[src/pkg/alarm_match_pkg.sv]
// Shared constants and types for the month and weekday alarm comparator.
package alarm_match_pkg;
    // ------------------------------------------------------------------
    // Register map
    // ------------------------------------------------------------------
    localparam int ADDR_W = 5;
    localparam logic [ADDR_W-1:0] OFF_MONTH = 5'h00;
    localparam logic [ADDR_W-1:0] OFF_WEEKDAY = 5'h04;
    localparam logic [ADDR_W-1:0] OFF_STATUS = 5'h08;
    localparam logic [ADDR_W-1:0] OFF_MASK = 5'h0C;
    localparam logic [ADDR_W-1:0] OFF_CURRENT = 5'h10;
    // ------------------------------------------------------------------
    // Field layout
    // ------------------------------------------------------------------
    localparam int MONTH_W = 5;
    localparam int DAY_W = 3;
    localparam int WD_EN_BIT = 7;
    localparam int CUR_MONTH_LSB = 8;
    localparam int EVENT_W = 2;
    localparam int EV_ALARM = 0;
    localparam int EV_BAD_MONTH = 1;
    localparam logic [MONTH_W-1:0] MONTH_INVALID = 5'h00;
    localparam logic [MONTH_W-1:0] MONTH_LAST = 5'h12;
    localparam logic [3:0] BCD_UNITS_MAX = 4'h9;
    // ------------------------------------------------------------------
    // Reset values
    // ------------------------------------------------------------------
    localparam logic [MONTH_W-1:0] MONTH_RESET = 5'h00;
    localparam logic [DAY_W-1:0] DAY_RESET = 3'h0;
    localparam logic WD_EN_RESET = 1'b0;
    localparam logic [EVENT_W-1:0] EVENT_RESET = 2'h0;
    // ------------------------------------------------------------------
    // Bus answers
    // ------------------------------------------------------------------
    localparam logic [1:0] RESP_OKAY = 2'h0;
    localparam logic [1:0] RESP_SLVERR = 2'h2;

    typedef struct packed {
        logic weekday_alarm_enable;
        logic [DAY_W-1:0] alarm_weekday_value;
    } weekday_alarm_type;

    typedef struct packed {
        logic [ADDR_W-1:0] addr;
        logic [31:0] data;
        logic lane0;
    } write_hold_type;
endpackage
[src/core/alarm_month_weekday.sv]
// Month and weekday alarm comparator with an AXI4-Lite register slave.
`timescale 1ns/1ps
// Functional notes
// - The alarm can only be raised while the stored alarm month equals the current calendar month.
// - The alarm month is a five-bit BCD code from 01h to 12h, and the code 00h never matches.
// - Bit 7 of the weekday alarm register decides whether the weekday compare takes part.
// - Bits 2 to 0 hold the alarm weekday, which matches when it equals the current weekday counter.
// - The weekday code is a zero-based index, stored and compared exactly as written.
module alarm_month_weekday (
    input wire logic CLK, // 200 MHz clock
    input wire logic RST, // synchronous reset, active high
    input wire logic [4:0] AWADDR, // write address
    input wire logic AWVALID, // write address valid
    output logic AWREADY, // write address ready
    input wire logic [31:0] WDATA, // write data
    input wire logic [3:0] WSTRB, // write byte enables
    input wire logic WVALID, // write data valid
    output logic WREADY, // write data ready
    output logic [1:0] BRESP, // write response
    output logic BVALID, // write response valid
    input wire logic BREADY, // write response ready
    input wire logic [4:0] ARADDR, // read address
    input wire logic ARVALID, // read address valid
    output logic ARREADY, // read address ready
    output logic [31:0] RDATA, // read data
    output logic [1:0] RRESP, // read response
    output logic RVALID, // read data valid
    input wire logic RREADY, // read data ready
    input wire logic [4:0] CUR_MONTH, // current month from calendar
    input wire logic [2:0] CUR_WEEKDAY, // current weekday from calendar
    input wire logic OTHER_MATCH, // all other enabled fields match
    output logic ALARM_MATCH, // combined alarm match, registered
    output logic IRQ // level interrupt
);
    // ------------------------------------------------------------------
    // State
    // ------------------------------------------------------------------
    logic [alarm_match_pkg::MONTH_W-1:0] month_alarm, next_month_alarm;
    alarm_match_pkg::weekday_alarm_type wd_alarm, next_wd_alarm;
    logic [alarm_match_pkg::EVENT_W-1:0] status, next_status;
    logic [alarm_match_pkg::EVENT_W-1:0] mask, next_mask;
    logic aw_held, next_aw_held;
    logic w_held, next_w_held;
    alarm_match_pkg::write_hold_type hold, next_hold;
    logic bvalid_q, next_bvalid;
    logic [1:0] bresp_q, next_bresp;
    logic rvalid_q, next_rvalid;
    logic [1:0] rresp_q, next_rresp;
    logic [31:0] rdata_q, next_rdata;
    logic alarm_q, next_alarm;

    logic month_hit, weekday_hit, match;
    logic aw_take, w_take, ar_take, do_write;
    logic [alarm_match_pkg::EVENT_W-1:0] events, clear;
    logic bad_month;
    logic [alarm_match_pkg::MONTH_W-1:0] wr_month;

    assign AWREADY = !aw_held && !bvalid_q;
    assign WREADY = !w_held && !bvalid_q;
    assign ARREADY = !rvalid_q;
    assign BVALID = bvalid_q;
    assign BRESP = bresp_q;
    assign RVALID = rvalid_q;
    assign RRESP = rresp_q;
    assign RDATA = rdata_q;
    assign ALARM_MATCH = alarm_q;
    // Status and mask are both flops, so the level carries no glitch.
    assign IRQ = |(status & mask);

    assign aw_take = AWVALID && AWREADY;
    assign w_take = WVALID && WREADY;
    assign ar_take = ARVALID && ARREADY;
    assign do_write = aw_held && w_held;
    assign wr_month = hold.data[alarm_match_pkg::MONTH_W-1:0];

    // ------------------------------------------------------------------
    // Compare
    // ------------------------------------------------------------------
    // month compare
    assign month_hit = (month_alarm == CUR_MONTH) && (month_alarm != alarm_match_pkg::MONTH_INVALID);
    assign weekday_hit = (wd_alarm.alarm_weekday_value == CUR_WEEKDAY);
    assign match = month_hit && OTHER_MATCH && (!wd_alarm.weekday_alarm_enable || weekday_hit);

    // A month code outside 01h..12h is still stored so software can read it back, but it is flagged.
    assign bad_month = (wr_month == alarm_match_pkg::MONTH_INVALID) || (wr_month > alarm_match_pkg::MONTH_LAST)
        || (wr_month[3:0] > alarm_match_pkg::BCD_UNITS_MAX);

    // ------------------------------------------------------------------
    // Next state
    // ------------------------------------------------------------------
    always_comb begin
        next_month_alarm = month_alarm;
        next_wd_alarm = wd_alarm;
        next_mask = mask;
        next_aw_held = aw_held;
        next_w_held = w_held;
        next_hold = hold;
        next_bvalid = bvalid_q;
        next_bresp = bresp_q;
        next_rvalid = rvalid_q;
        next_rresp = rresp_q;
        next_rdata = rdata_q;
        next_alarm = match;
        events = '0;
        clear = '0;
        events[alarm_match_pkg::EV_ALARM] = match && !alarm_q;
        if (aw_take) begin
            next_aw_held = 1'b1;
            next_hold.addr = AWADDR;
        end
        if (w_take) begin
            next_w_held = 1'b1;
            next_hold.data = WDATA;
            next_hold.lane0 = WSTRB[0];
        end
        if (do_write) begin
            next_aw_held = 1'b0;
            next_w_held = 1'b0;
            next_bvalid = 1'b1;
            next_bresp = alarm_match_pkg::RESP_OKAY;
            case (hold.addr)
                alarm_match_pkg::OFF_MONTH: begin
                    if (hold.lane0) begin
                        next_month_alarm = wr_month;
                        events[alarm_match_pkg::EV_BAD_MONTH] = bad_month;
                    end
                end
                alarm_match_pkg::OFF_WEEKDAY: begin
                    if (hold.lane0) begin
                        next_wd_alarm.weekday_alarm_enable = hold.data[alarm_match_pkg::WD_EN_BIT];
                        next_wd_alarm.alarm_weekday_value = hold.data[alarm_match_pkg::DAY_W-1:0];
                    end
                end
                alarm_match_pkg::OFF_MASK: begin
                    if (hold.lane0) begin
                        next_mask = hold.data[alarm_match_pkg::EVENT_W-1:0];
                    end
                end
                alarm_match_pkg::OFF_STATUS, alarm_match_pkg::OFF_CURRENT: begin
                    next_bresp = alarm_match_pkg::RESP_OKAY;
                end
                default: begin
                    next_bresp = alarm_match_pkg::RESP_SLVERR;
                end
            endcase
        end else if (bvalid_q && BREADY) begin
            next_bvalid = 1'b0;
        end
        if (ar_take) begin
            next_rvalid = 1'b1;
            next_rresp = alarm_match_pkg::RESP_OKAY;
            next_rdata = 32'h00000000;
            case (ARADDR)
                alarm_match_pkg::OFF_MONTH: begin
                    next_rdata[alarm_match_pkg::MONTH_W-1:0] = month_alarm;
                end
                alarm_match_pkg::OFF_WEEKDAY: begin
                    next_rdata[alarm_match_pkg::WD_EN_BIT] = wd_alarm.weekday_alarm_enable;
                    next_rdata[alarm_match_pkg::DAY_W-1:0] = wd_alarm.alarm_weekday_value;
                end
                alarm_match_pkg::OFF_STATUS: begin
                    next_rdata[alarm_match_pkg::EVENT_W-1:0] = status;
                    clear = status;
                end
                alarm_match_pkg::OFF_MASK: begin
                    next_rdata[alarm_match_pkg::EVENT_W-1:0] = mask;
                end
                alarm_match_pkg::OFF_CURRENT: begin
                    next_rdata[alarm_match_pkg::DAY_W-1:0] = CUR_WEEKDAY;
                    next_rdata[alarm_match_pkg::CUR_MONTH_LSB +: alarm_match_pkg::MONTH_W] = CUR_MONTH;
                    next_rdata[alarm_match_pkg::CUR_MONTH_LSB - 1] = alarm_q;
                end
                default: begin
                    next_rresp = alarm_match_pkg::RESP_SLVERR;
                end
            endcase
        end else if (rvalid_q && RREADY) begin
            next_rvalid = 1'b0;
        end
        // A new event in the clearing read's cycle survives the clear.
        next_status = (status & ~clear) | events;
    end

    // ------------------------------------------------------------------
    // Registers
    // ------------------------------------------------------------------
    always_ff @(posedge CLK) begin
        if (RST) begin
            month_alarm <= alarm_match_pkg::MONTH_RESET;
            wd_alarm.weekday_alarm_enable <= alarm_match_pkg::WD_EN_RESET;
            wd_alarm.alarm_weekday_value <= alarm_match_pkg::DAY_RESET;
            status <= alarm_match_pkg::EVENT_RESET;
            mask <= alarm_match_pkg::EVENT_RESET;
            aw_held <= 1'b0;
            w_held <= 1'b0;
            hold <= '0;
            bvalid_q <= 1'b0;
            bresp_q <= alarm_match_pkg::RESP_OKAY;
            rvalid_q <= 1'b0;
            rresp_q <= alarm_match_pkg::RESP_OKAY;
            rdata_q <= 32'h00000000;
            alarm_q <= 1'b0;
        end else begin
            month_alarm <= next_month_alarm;
            wd_alarm <= next_wd_alarm;
            status <= next_status;
            mask <= next_mask;
            aw_held <= next_aw_held;
            w_held <= next_w_held;
            hold <= next_hold;
            bvalid_q <= next_bvalid;
            bresp_q <= next_bresp;
            rvalid_q <= next_rvalid;
            rresp_q <= next_rresp;
            rdata_q <= next_rdata;
            alarm_q <= next_alarm;
        end
    end
endmodule

[config.mk]
export PLATFORM = sky130hd
export DESIGN_NAME = alarm_month_weekday
export DESIGN_NICKNAME = d
export VERILOG_FILES = /design/src/pkg/alarm_match_pkg.sv /design/src/core/alarm_month_weekday.sv
export SDC_FILE = /design/constraint.sdc
export NUM_CORES = 1
export LEC_CHECK = 0
export BUFFER_PORTS_ARGS = -buffer_cell sky130_fd_sc_hd__buf_2
export CORE_MARGIN = 10
export CORE_UTILIZATION = 41
export DETAILED_ROUTE_END_ITERATION = 6
export PLACE_DENSITY_LB_ADDON = 0.12
export SYNTH_ARGS = -nofsm -noshare
export SYNTH_HDL_FRONTEND = slang
export SYNTH_SLANG_ARGS = --single-unit
[constraint.sdc]
create_clock -name CLK -period 1.3 [get_ports CLK]
set_clock_uncertainty 0.05 [all_clocks]
set_input_delay 0.13 -clock CLK [delete_from_list [all_inputs] [get_ports CLK]]
set_output_delay 0.13 -clock CLK [all_outputs]
set_load 0.02 [all_outputs]
After elaboration in Yosys (flattened, before gate mapping)
Cells that the tools add are included.

word-level totals
  input port bits = 62
  memories = 0
  ROM bits = 0
  bits in registers = 47
  bits in writable memories = 0
  bits in latches = 0

cells by class
  equal/unequal tests = 10
  bitwise operators = 4
  reduce and logical (&&, ||, !) cells = 34
  order comparisons = 2
  div/mod/pow operators = 0
  shift operators = 0
  muxes and demuxes = 16
  multiply operators = 0
  add/subtract/negate cells = 0

operator list
  cell                                                                    count
  5-bit by 4-bit equality test with 1-bit output (second input constant)  4
  5-bit logical NOT                                                       3
  1-bit logical AND                                                       12
  5-bit by 3-bit equality test with 1-bit output (second input constant)  2
  5-bit equality test (second input constant)                             2
  2-bit two-way mux                                                       5
  2-bit one-hot mux with 5 select lines                                   1
  5-bit OR reduction                                                      2
  3-bit AND reduction                                                     3
  1-bit two-way mux                                                       7
  1-bit logical NOT                                                       6
  5-bit equality test                                                     1
  5-bit greater-than comparator (second input constant)                   1
  5-bit two-way mux                                                       1
  5-bit nonzero test                                                      1
  2-bit AND                                                               2
  4-bit greater-than comparator (second input constant)                   1
  2-bit nonzero test                                                      2
  2-bit OR reduction                                                      2
  3-bit equality test                                                     1
  1-bit logical OR                                                        3
  1-bit one-hot mux with 3 select lines                                   1
  2-bit inverter                                                          1
  2-bit bitwise OR                                                        1
  1-bit one-hot mux with 2 select lines                                   1

Logic depth before layout (Yosys ltp)
Gate-level depths: netlist (run 1).

  word-level depth = 7
  depth in mapped cells = 5
  gate-level depth less buffers = 4

Worst setup path after synthesis (run 1)
OpenSTA, ideal clock, no wires.

  path type = reg-to-reg
  start point = register bvalid_q (netlist: BVALID)
  end point = register hold[33] (netlist name)
  path slack = -290 ps
  arrival = 1413 ps
  library setup time = 128 ps
  stages on the path, launching flop included = 6
  path through = dfxtp_1 -> nor2_1 -> and2_1 -> clkbuf_1 -> mux2i_1 -> nor2_1

between the ends
  cells in the longest elaborated chain, start to end = 3

ends and longest elaborated chain
  item                    RTL line                    RTL
  from (decl)             alarm_month_weekday.sv:45   logic bvalid_q, next_bvalid;
  from (signal assigned)  alarm_month_weekday.sv:211  bvalid_q <= next_bvalid;
  1-bit logical NOT       alarm_month_weekday.sv:58   assign AWREADY = !aw_held && !bvalid_q;
  1-bit logical AND       alarm_month_weekday.sv:58
  via AWREADY             alarm_month_weekday.sv:14   output logic AWREADY,
  1-bit logical AND       alarm_month_weekday.sv:70   assign aw_take = AWVALID && AWREADY;
  to (signal assigned)    alarm_month_weekday.sv:210  hold <= next_hold;
  to (decl)               alarm_month_weekday.sv:44   alarm_match_pkg::write_hold_type hold, next_hold;

The timed path passes the listed nets, and every way through them passes these cells.
A chain may end at the register's enable or synchronous reset.

Final worst setup path (run 1)
  start point = register hold[2] (netlist name)
  end point = register status[1] (netlist name)

between the ends
  cells in the longest elaborated chain, start to end = 7
  elaborated cells on any way between the ends = 9
  classes of those cells = order compare: 2; mux: 3; bitwise: 1; reduce/logical: 3

ends and longest elaborated chain
  item                                                                RTL line                    RTL
  5-bit greater-than comparator or 5-bit logical NOT (tied branches)  alarm_month_weekday.sv:85   assign bad_month = (wr_month == alarm_match_pkg::MONTH_INVALID) || (wr_month > alarm_match_pkg::MONTH_LAST)
  1-bit logical OR                                                    alarm_month_weekday.sv:85
  1-bit logical OR *                                                  alarm_month_weekday.sv:86   || (wr_month[3:0] > alarm_match_pkg::BCD_UNITS_MAX);
  1-bit two-way mux *                                                 alarm_month_weekday.sv:123  if (hold.lane0) begin
  1-bit two-way mux *                                                 alarm_month_weekday.sv:121  case (hold.addr)
  1-bit two-way mux *                                                 alarm_month_weekday.sv:116  if (do_write) begin
  2-bit bitwise OR *                                                  alarm_month_weekday.sv:181  next_status = (status & ~clear) | events;
  to (signal assigned)                                                alarm_month_weekday.sv:192  status <= alarm_match_pkg::EVENT_RESET;
  to (signal assigned)                                                alarm_month_weekday.sv:206  status <= next_status;
  to (decl)                                                           alarm_month_weekday.sv:40   logic [alarm_match_pkg::EVENT_W-1:0] status, next_status;

Every way passes the cells marked *; elsewhere a longest branch is shown, timed or not.

==> results.md, run 1 <==
* Critical Path Start Type: flop
* CTS H-tree lvls at 2
* Pwr Density at 1110 mW/mm²
* Drt first pass iters at 4
* CP peak stage delay at 0.51 ns
* Longest Clk Path Bufs at 2
* Net switching power at 761 µW
* Final hold violations at 0
* #FFs+latches synth at 43
* Worst hold path class: primary input to flop
* RSZ-0062 raised after global routing: true
* Antenna-violating nets left at 0
* Synth area leaders: dfxtp_1, mux2i_1, buf_4, nor2_1, a21oi_1
* Pleak at 1.30 nW
* Clock Root Buffer: clkbuf_8
* Vias in the first global route at 1804
* Area growth, synth to finish at 28.1%
* Comb pwr share at 0.154
* Via/cell ratio at 4.64
* Critical-path cell list: or4_1 -> o22ai_1 -> o21bai_1 -> a21oi_1
* Crit end category: flop
* Avg WL per Cell at 13.5 µm
* CP max-delay cell: or4_1
* Peak Freq at 750 MHz
* Most used DFF post-synth: dfxtp_1
* Core footprint at 0.00479 mm²
* Critical Path Fanout Max at 2
* First-pass GRT wire length at 8620 µm
* Max Slew Vio Count at 0
* Int Power at 2.17 mW
* Initial antenna violation count at 0
* CP Data Required Time at 1.49 ns
* Synth cell count leaders: dfxtp_1, nor2_1, buf_4, mux2i_1, nand2_1
* Clock Pin Slew Worst Setup and Hold Paths at 0.09 ns
* Antenna Cells at 0
* M1 WL at 2250 µm
* Detailed placement HPWL at 3930 µm
* Power, Total at 2.93 mW
* CTS Buf Count at 5
* Failing checks: negative setup slack
* Worst-Skew Late Latency at 0.30 ns
* Met3 WL post-DR at 371 µm
* Mean Syn Cell Area at 8.83 µm²
* Fin crit share at 1.03
* FFs w/ async S/R, synth at 0
* Top Metal Used: met4
* I/O Buffers at 52
* Crit path DAT at 1.52 ns
* Post-Syn Area at 0.00206 mm²
* Final setup viols at 4
* Top Family by Delay on Critical Path: simple AND/OR/NAND/NOR gates
* Post-CTS Setup Inserts at 0
* Iter 0 DRT Violations at 108
* Row count at 25
* GRT overflow at 0
* Post-route worst setup slack at -0.0337 ns
* Clock group share of total power at 0.370
* Via count at 1727
* Max-cap violations at 0
* Overall routed net length at 5010 µm
* Clock sink count at 43
* Synth warnings at 0
* Count leader, synth: dfxtp_1
* Placer Congestion at 0.724
* Switch share at 0.260
* Worst path bufs/invs at 0
* Die X at 90.9 µm
* CTS tree: done
* Part of the Yosys area used for sequential elements at 0.418
* Post-synth cell types at 41
* Area leader, netlist: dfxtp_1
* Nets at 366
* Reg power frac at 0.475
* Die Ht at 90.9 µm
* Status: finished, violations left
* Share of cells above drive strength 1 at 0.341
* DRC errors left at 0
* # IOs at 105
* Crit Path Class: flop to flop
* Die area at 0.00825 mm²
* Post-synth top area share at 0.418
* Final critical-path required period at 1.33 ns
* DR WL met2 at 2310 µm
* Fin util at 0.551
* VDD IR max at 0.000639 V
* Largest net degree at the start of global routing at 27
* Starting Density at 0.430
* Gr usage total at 0.125
* Number of synthesized flops with an enable pin at 0
* Cells after synthesis at 233
[layout make-up]
cell class / count / area [µm²]
Fill cell: 458 / 2150
Multi-Input combinational cell: 172 / 1090
Sequential cell: 43 / 866
Timing Repair Buffer: 75 / 449
Tap cell: 67 / 83.8
Clock buffer: 6 / 82.6
Clock inverter: 2 / 35.0
Inverter: 7 / 26.3
[state kept, by name, summed over array words and instances, names as in the netlist]
name and cells:
hold 12, RDATA 11, month_alarm 5, wd_alarm 4
mask 2, status 2, ALARM_MATCH 1, BRESP 1
BVALID 1, RRESP 1, RVALID 1, aw_held 1
w_held 1
[power groups by stage]
| stage | sequential (mW) | clock (mW) | combinational [mW] |
|---|---|---|---|
| 2_1_floorplan | 1.44 | 0 | 0.300 |
| 3_3_place_gp | 1.42 | 0 | 0.432 |
| 3_5_place_dp | 1.42 | 0 | 0.434 |
| 4_1_cts | 1.39 | 1.12 | 0.440 |
| 5_1_grt | 1.40 | 1.18 | 0.495 |
| 6_report | 1.39 | 1.08 | 0.452 |
[layer usage]
metal	vias up	track usage
li1	897	-
met1	776	0.145
met2	48	0.203
met3	6	0.0499
met4	0	0.0431
met5	-	0
[repair_timing]
item / 4_1_cts / 5_1_grt
resized for setup: 4 / 9
pin swaps: 1 / 3
endpoints found under the setup margin: 4 / 20
hold buffers: 0 / 0
[cell families after synthesis]
family	count (synthesis)	share of synthesized area
buffers and inverters	40	0.119
other	1	0.00182
muxes	21	0.103
adders and majority gates	1	0.00486
and+or+nand+nor	81	0.196
xor gates and xnor gates	7	0.0298
AOI/OAI and AO/OA	39	0.128
DFF	43	0.418
[stage by stage]
stage          hold WS, ns  setup TNS, ns  setup slack (ns)  std cells  instance area (µm²)
2_1_floorplan        0.216         -0.427           -0.0764        255                 2160
3_3_place_gp         0.316          -1.06            -0.128        364                 2470
3_5_place_dp         0.323          -1.11            -0.128        364                 2470
4_1_cts            0.00852        -0.0725           -0.0429        372                 2610
5_1_grt             0.0136         -0.440            -0.106        372                 2640
6_report            0.0138        -0.0559           -0.0337        372                 2640
[layout by cell type, fill, tap and decap left out, types with 2 or more instances in the layout]
| master | netlist | routed |
|---|---|---|
| a211oi_1 | 2 | 2 |
| a211oi_2 | 2 | 2 |
| a21oi_1 | 16 | 16 |
| a221oi_1 | 3 | 2 |
| a22oi_1 | 5 | 5 |
| buf_2 | 0 | 52 |
| buf_4 | 23 | 21 |
| clkbuf_8 | 0 | 6 |
| conb_1 | 1 | 23 |
| dfxtp_1 | 43 | 39 |
| dfxtp_2 | 0 | 4 |
| inv_1 | 7 | 7 |
| mux2i_1 | 20 | 20 |
| nand2_1 | 20 | 20 |
| nand2b_1 | 5 | 4 |
| nand3_1 | 4 | 3 |
| nor2_1 | 32 | 30 |
| nor2b_1 | 3 | 2 |
| nor3_1 | 4 | 3 |
| o21ai_0 | 2 | 2 |
| o22ai_1 | 3 | 3 |
| xor2_1 | 7 | 7 |
[path summary, 6_finish.rpt]
kind / slack [ns] / cells after the start / start / to
worst max-delay path: -0.03 / 4 / hold[2]$_SDFFE_PP0P_ / status[1]$_SDFF_PP0_
worst min-delay path: 0.01 / 3 / AWADDR[4] / hold[37]$_SDFFE_PP0P_
worst max register to register: -0.03 / 4 / hold[2]$_SDFFE_PP0P_ / status[1]$_SDFF_PP0_
worst min register to register: 0.40 / 2 / RDATA[3]$_SDFFE_PP0P_ / RDATA[3]$_SDFFE_PP0P_
[worst min-delay path: stages]
cell and delay [ns]:
buf_2 0.07, mux2i_1 0.05, nor2_1 0.07
Power figures use the tool's default switching activity.
==> inputs of run 2 (changes only) <==
--- a/config.mk
+++ b/config.mk
@@ -5,8 +5,9 @@
 export SDC_FILE = /design/constraint.sdc
 export NUM_CORES = 1
 export LEC_CHECK = 0
+export ABC_AREA = 1
 export BUFFER_PORTS_ARGS = -buffer_cell sky130_fd_sc_hd__buf_2
-export CORE_MARGIN = 10
+export CORE_MARGIN = 3
 export CORE_UTILIZATION = 41
 export DETAILED_ROUTE_END_ITERATION = 6
 export PLACE_DENSITY_LB_ADDON = 0.12
==> results.md, run 2 <==
* Status: complete, no violations
* First-pass GRT wire length at 7430 µm (-14%)
* CTS tree: done
* # IOs at 105 (unchanged)
* Number of synthesized flops with an enable pin at 0 (unchanged)
* Row count at 25 (unchanged)
* GRT overflow at 0 (unchanged)
* Crit Path Class: flop to flop
* Clock Pin Slew Worst Setup and Hold Paths at 0.08 ns (about the same)
* Die Ht at 77.3 µm (-15%)
* Synth area leaders: dfxtp_1, o21ai_0, buf_4, a21oi_1, nand2_1
* Clock sink count at 43 (unchanged)
* Largest net degree at the start of global routing at 20 (-26%)
* Post-route worst setup slack at 0.0144 ns (+0.0482 ns)
* Finished Cell Area at 0.00251 mm² (-4.6%)
* Mean Syn Cell Area at 7.35 µm² (-17%)
* Count leader, synth: dfxtp_1
* Reg-to-reg critical path startpoint: hold[33]$_SDFFE_PP0P_
* Post-Place Worst Slack at 0.0451 ns (+0.173 ns)
* Crit end category: flop
* Placer Congestion at 0.762 (+5.3%)
* Max-cap violations at 0 (unchanged)
* RSZ-0062 raised after global routing: true
* Post-Syn Area at 0.00209 mm² (+1.4%)
* CP Launch Point: hold[33]$_SDFFE_PP0P_
* # hold bufs at CTS at 0 (unchanged)
* Starting Density at 0.433 (+0.00318)
* Max Slew Vio Count at 0 (unchanged)
* Iter 0 DRT Violations at 64 (-41%)
* Synth warnings at 0 (unchanged)
* Detailed placement HPWL at 3420 µm (-13%)
* #FFs+latches synth at 43 (unchanged)
* Nets at 407 (+11%)
* Vias in the first global route at 1672 (-7.3%)
* I/O Buffers at 52 (unchanged)
* Gr usage total at 0.154 (+0.0287)
* Synth cell count leaders: dfxtp_1, nand2_1, o21ai_0, a21oi_1, nor2_1
* Worst Hold Depth at 4 (+1)
* Longest Clk Path Bufs at 2 (unchanged)
* Most used DFF post-synth: dfxtp_1
* Critical Path Start Type: flop
* DRC errors left at 0 (unchanged)
* Drt first pass iters at 4 (unchanged)
* CP Data Required Time at 1.48 ns (about the same)
* VDD IR max at 0.000473 V (-26%)
* Crit path DAT at 1.46 ns (-0.06 ns)
* Pwr Density at 1110 mW/mm² (-0.45%)
* Worst hold slack at 0.0234 ns (+0.00960 ns)
* Area growth, synth to finish at 20.5%
* Core footprint at 0.00482 mm² (+0.65%)
* Critical Path Fanout Max at 6 (+4)
* Post-synth top area share at 0.412 (-0.00577)
* Final hold violations at 0 (unchanged)
* Final setup viols at 0 (-4)
* Via count at 1879 (+8.8%)
* Die X at 77.3 µm (-15%)
* Most common cell after layout, fill and taps aside: buf_2
* Hold path startpoint: BREADY
* Avg WL per Cell at 11.0 µm (-19%)
* Biggest register: hold
* Clock Root Buffer: clkbuf_8
* CTS H-tree lvls at 2 (unchanged)
* Fin crit share at 0.989 (-0.0371)
* R2R cell count at 5 (+1)
* Overall routed net length at 4520 µm (-9.7%)
* FFs w/ async S/R, synth at 0 (unchanged)
* Antenna Cells at 0 (unchanged)
* CTS Buf Count at 5 (unchanged)
* Initial antenna violation count at 0 (unchanged)
* Antenna-violating nets left at 0 (unchanged)
* Cells after synthesis at 284 (+22%)
* Area leader, netlist: dfxtp_1
* Largest register FFs at 12 (unchanged)
* Post-synth cell types at 30 (-27%)
* Worst hold path class: primary input to flop
* Pleak at 1.15 nW (-11%)
* Peak Freq at 778 MHz (+3.7%)
* Placed cell area at 0.00238 mm² (-3.7%)
* Final critical-path required period at 1.29 ns (-0.0482 ns)
* Via/cell ratio at 4.55 (-2.0%)
* Part of the Yosys area used for sequential elements at 0.412 (-0.00577)
* Share of cells above drive strength 1 at 0.272 (-0.0693)
* Worst-Skew Late Latency at 0.30 ns (about the same)
* Commonest non-fill, non-tap cells in the layout: buf_2, dfxtp_1, nand2_1
* Die area at 0.00598 mm² (-28%)
-- run 2: cells by family (layout without fill, tap and decap cells) --
logic type,Yosys count,in the layout,share of synthesized area
XOR/XNOR,3,3,0.0126
buffers and inverters,60,99,0.157
AND/OR/NAND/NOR,101,102,0.222
other,1,23,0.00180
AO/OA/AOI/OAI,76,76,0.194
flip-flops,43,43,0.412
-- run 2: final timing paths --
path | end | slack (ns)
setup / recovery | month_alarm[4]$_SDFFE_PP0P_ | 0.01
hold / removal | BVALID$_SDFFE_PP0P_ | 0.02
setup reg to reg | month_alarm[4]$_SDFFE_PP0P_ | 0.01
hold reg to reg | RDATA[0]$_SDFFE_PP0P_ | 0.42
-- run 2: metrics by stage --
stage	TNS, ns	total power [mW]	util	instances
floorplan	-0.00990	1.83	-	306
global placement	0	1.94	0.494	403
detailed placement	0	1.94	0.494	403
CTS	0	2.81	0.512	411
global route	-0.139	2.94	0.522	413
finish	0	2.78	0.522	413
-- run 2: power breakdown --
group	switching (mW)	leakage (nW)	internal, mW
logic	0.335	0.760	0.174
clock network	0.469	0.0402	0.374
registers	0.0388	0.352	1.39
-- run 2: metal layers --
layer / vias to the layer above / share of wire / global-route usage / wire, µm
met5: - / 0 / 0 / 0
met1: 803 / 0.48 / 0.198 / 2150
met4: 0 / 0.012 / 0.0587 / 54
li1: 1015 / - / - / -
met2: 56 / 0.45 / 0.243 / 2020
met3: 5 / 0.065 / 0.0429 / 295
-- run 2: critical path, cell delays in order, from the launching register on --
cell	delay (ns)
dfxtp_2	0.34
nor2_4	0.12
nand4_1	0.19
nor2_2	0.30
nor2_1	0.09
a211oi_2	0.13
-- run 2: layout make-up --
class                      count  area [µm²]
timing repair buffer          62         350
clock buffer                   5        68.8
sequential                    43         862
multi-input combinational    204        1020
fill                         519        2300
clock inverter                 3        20.0
tap                           67        83.8
inverter                      29         113
-- run 2: timing repair --
action | 4_1_cts | 5_1_grt
setup endpoints to repair | 0 | 24
setup buffers | 0 | 1
hold endpoints to repair | 0 | 0
resized for setup | 0 | 13
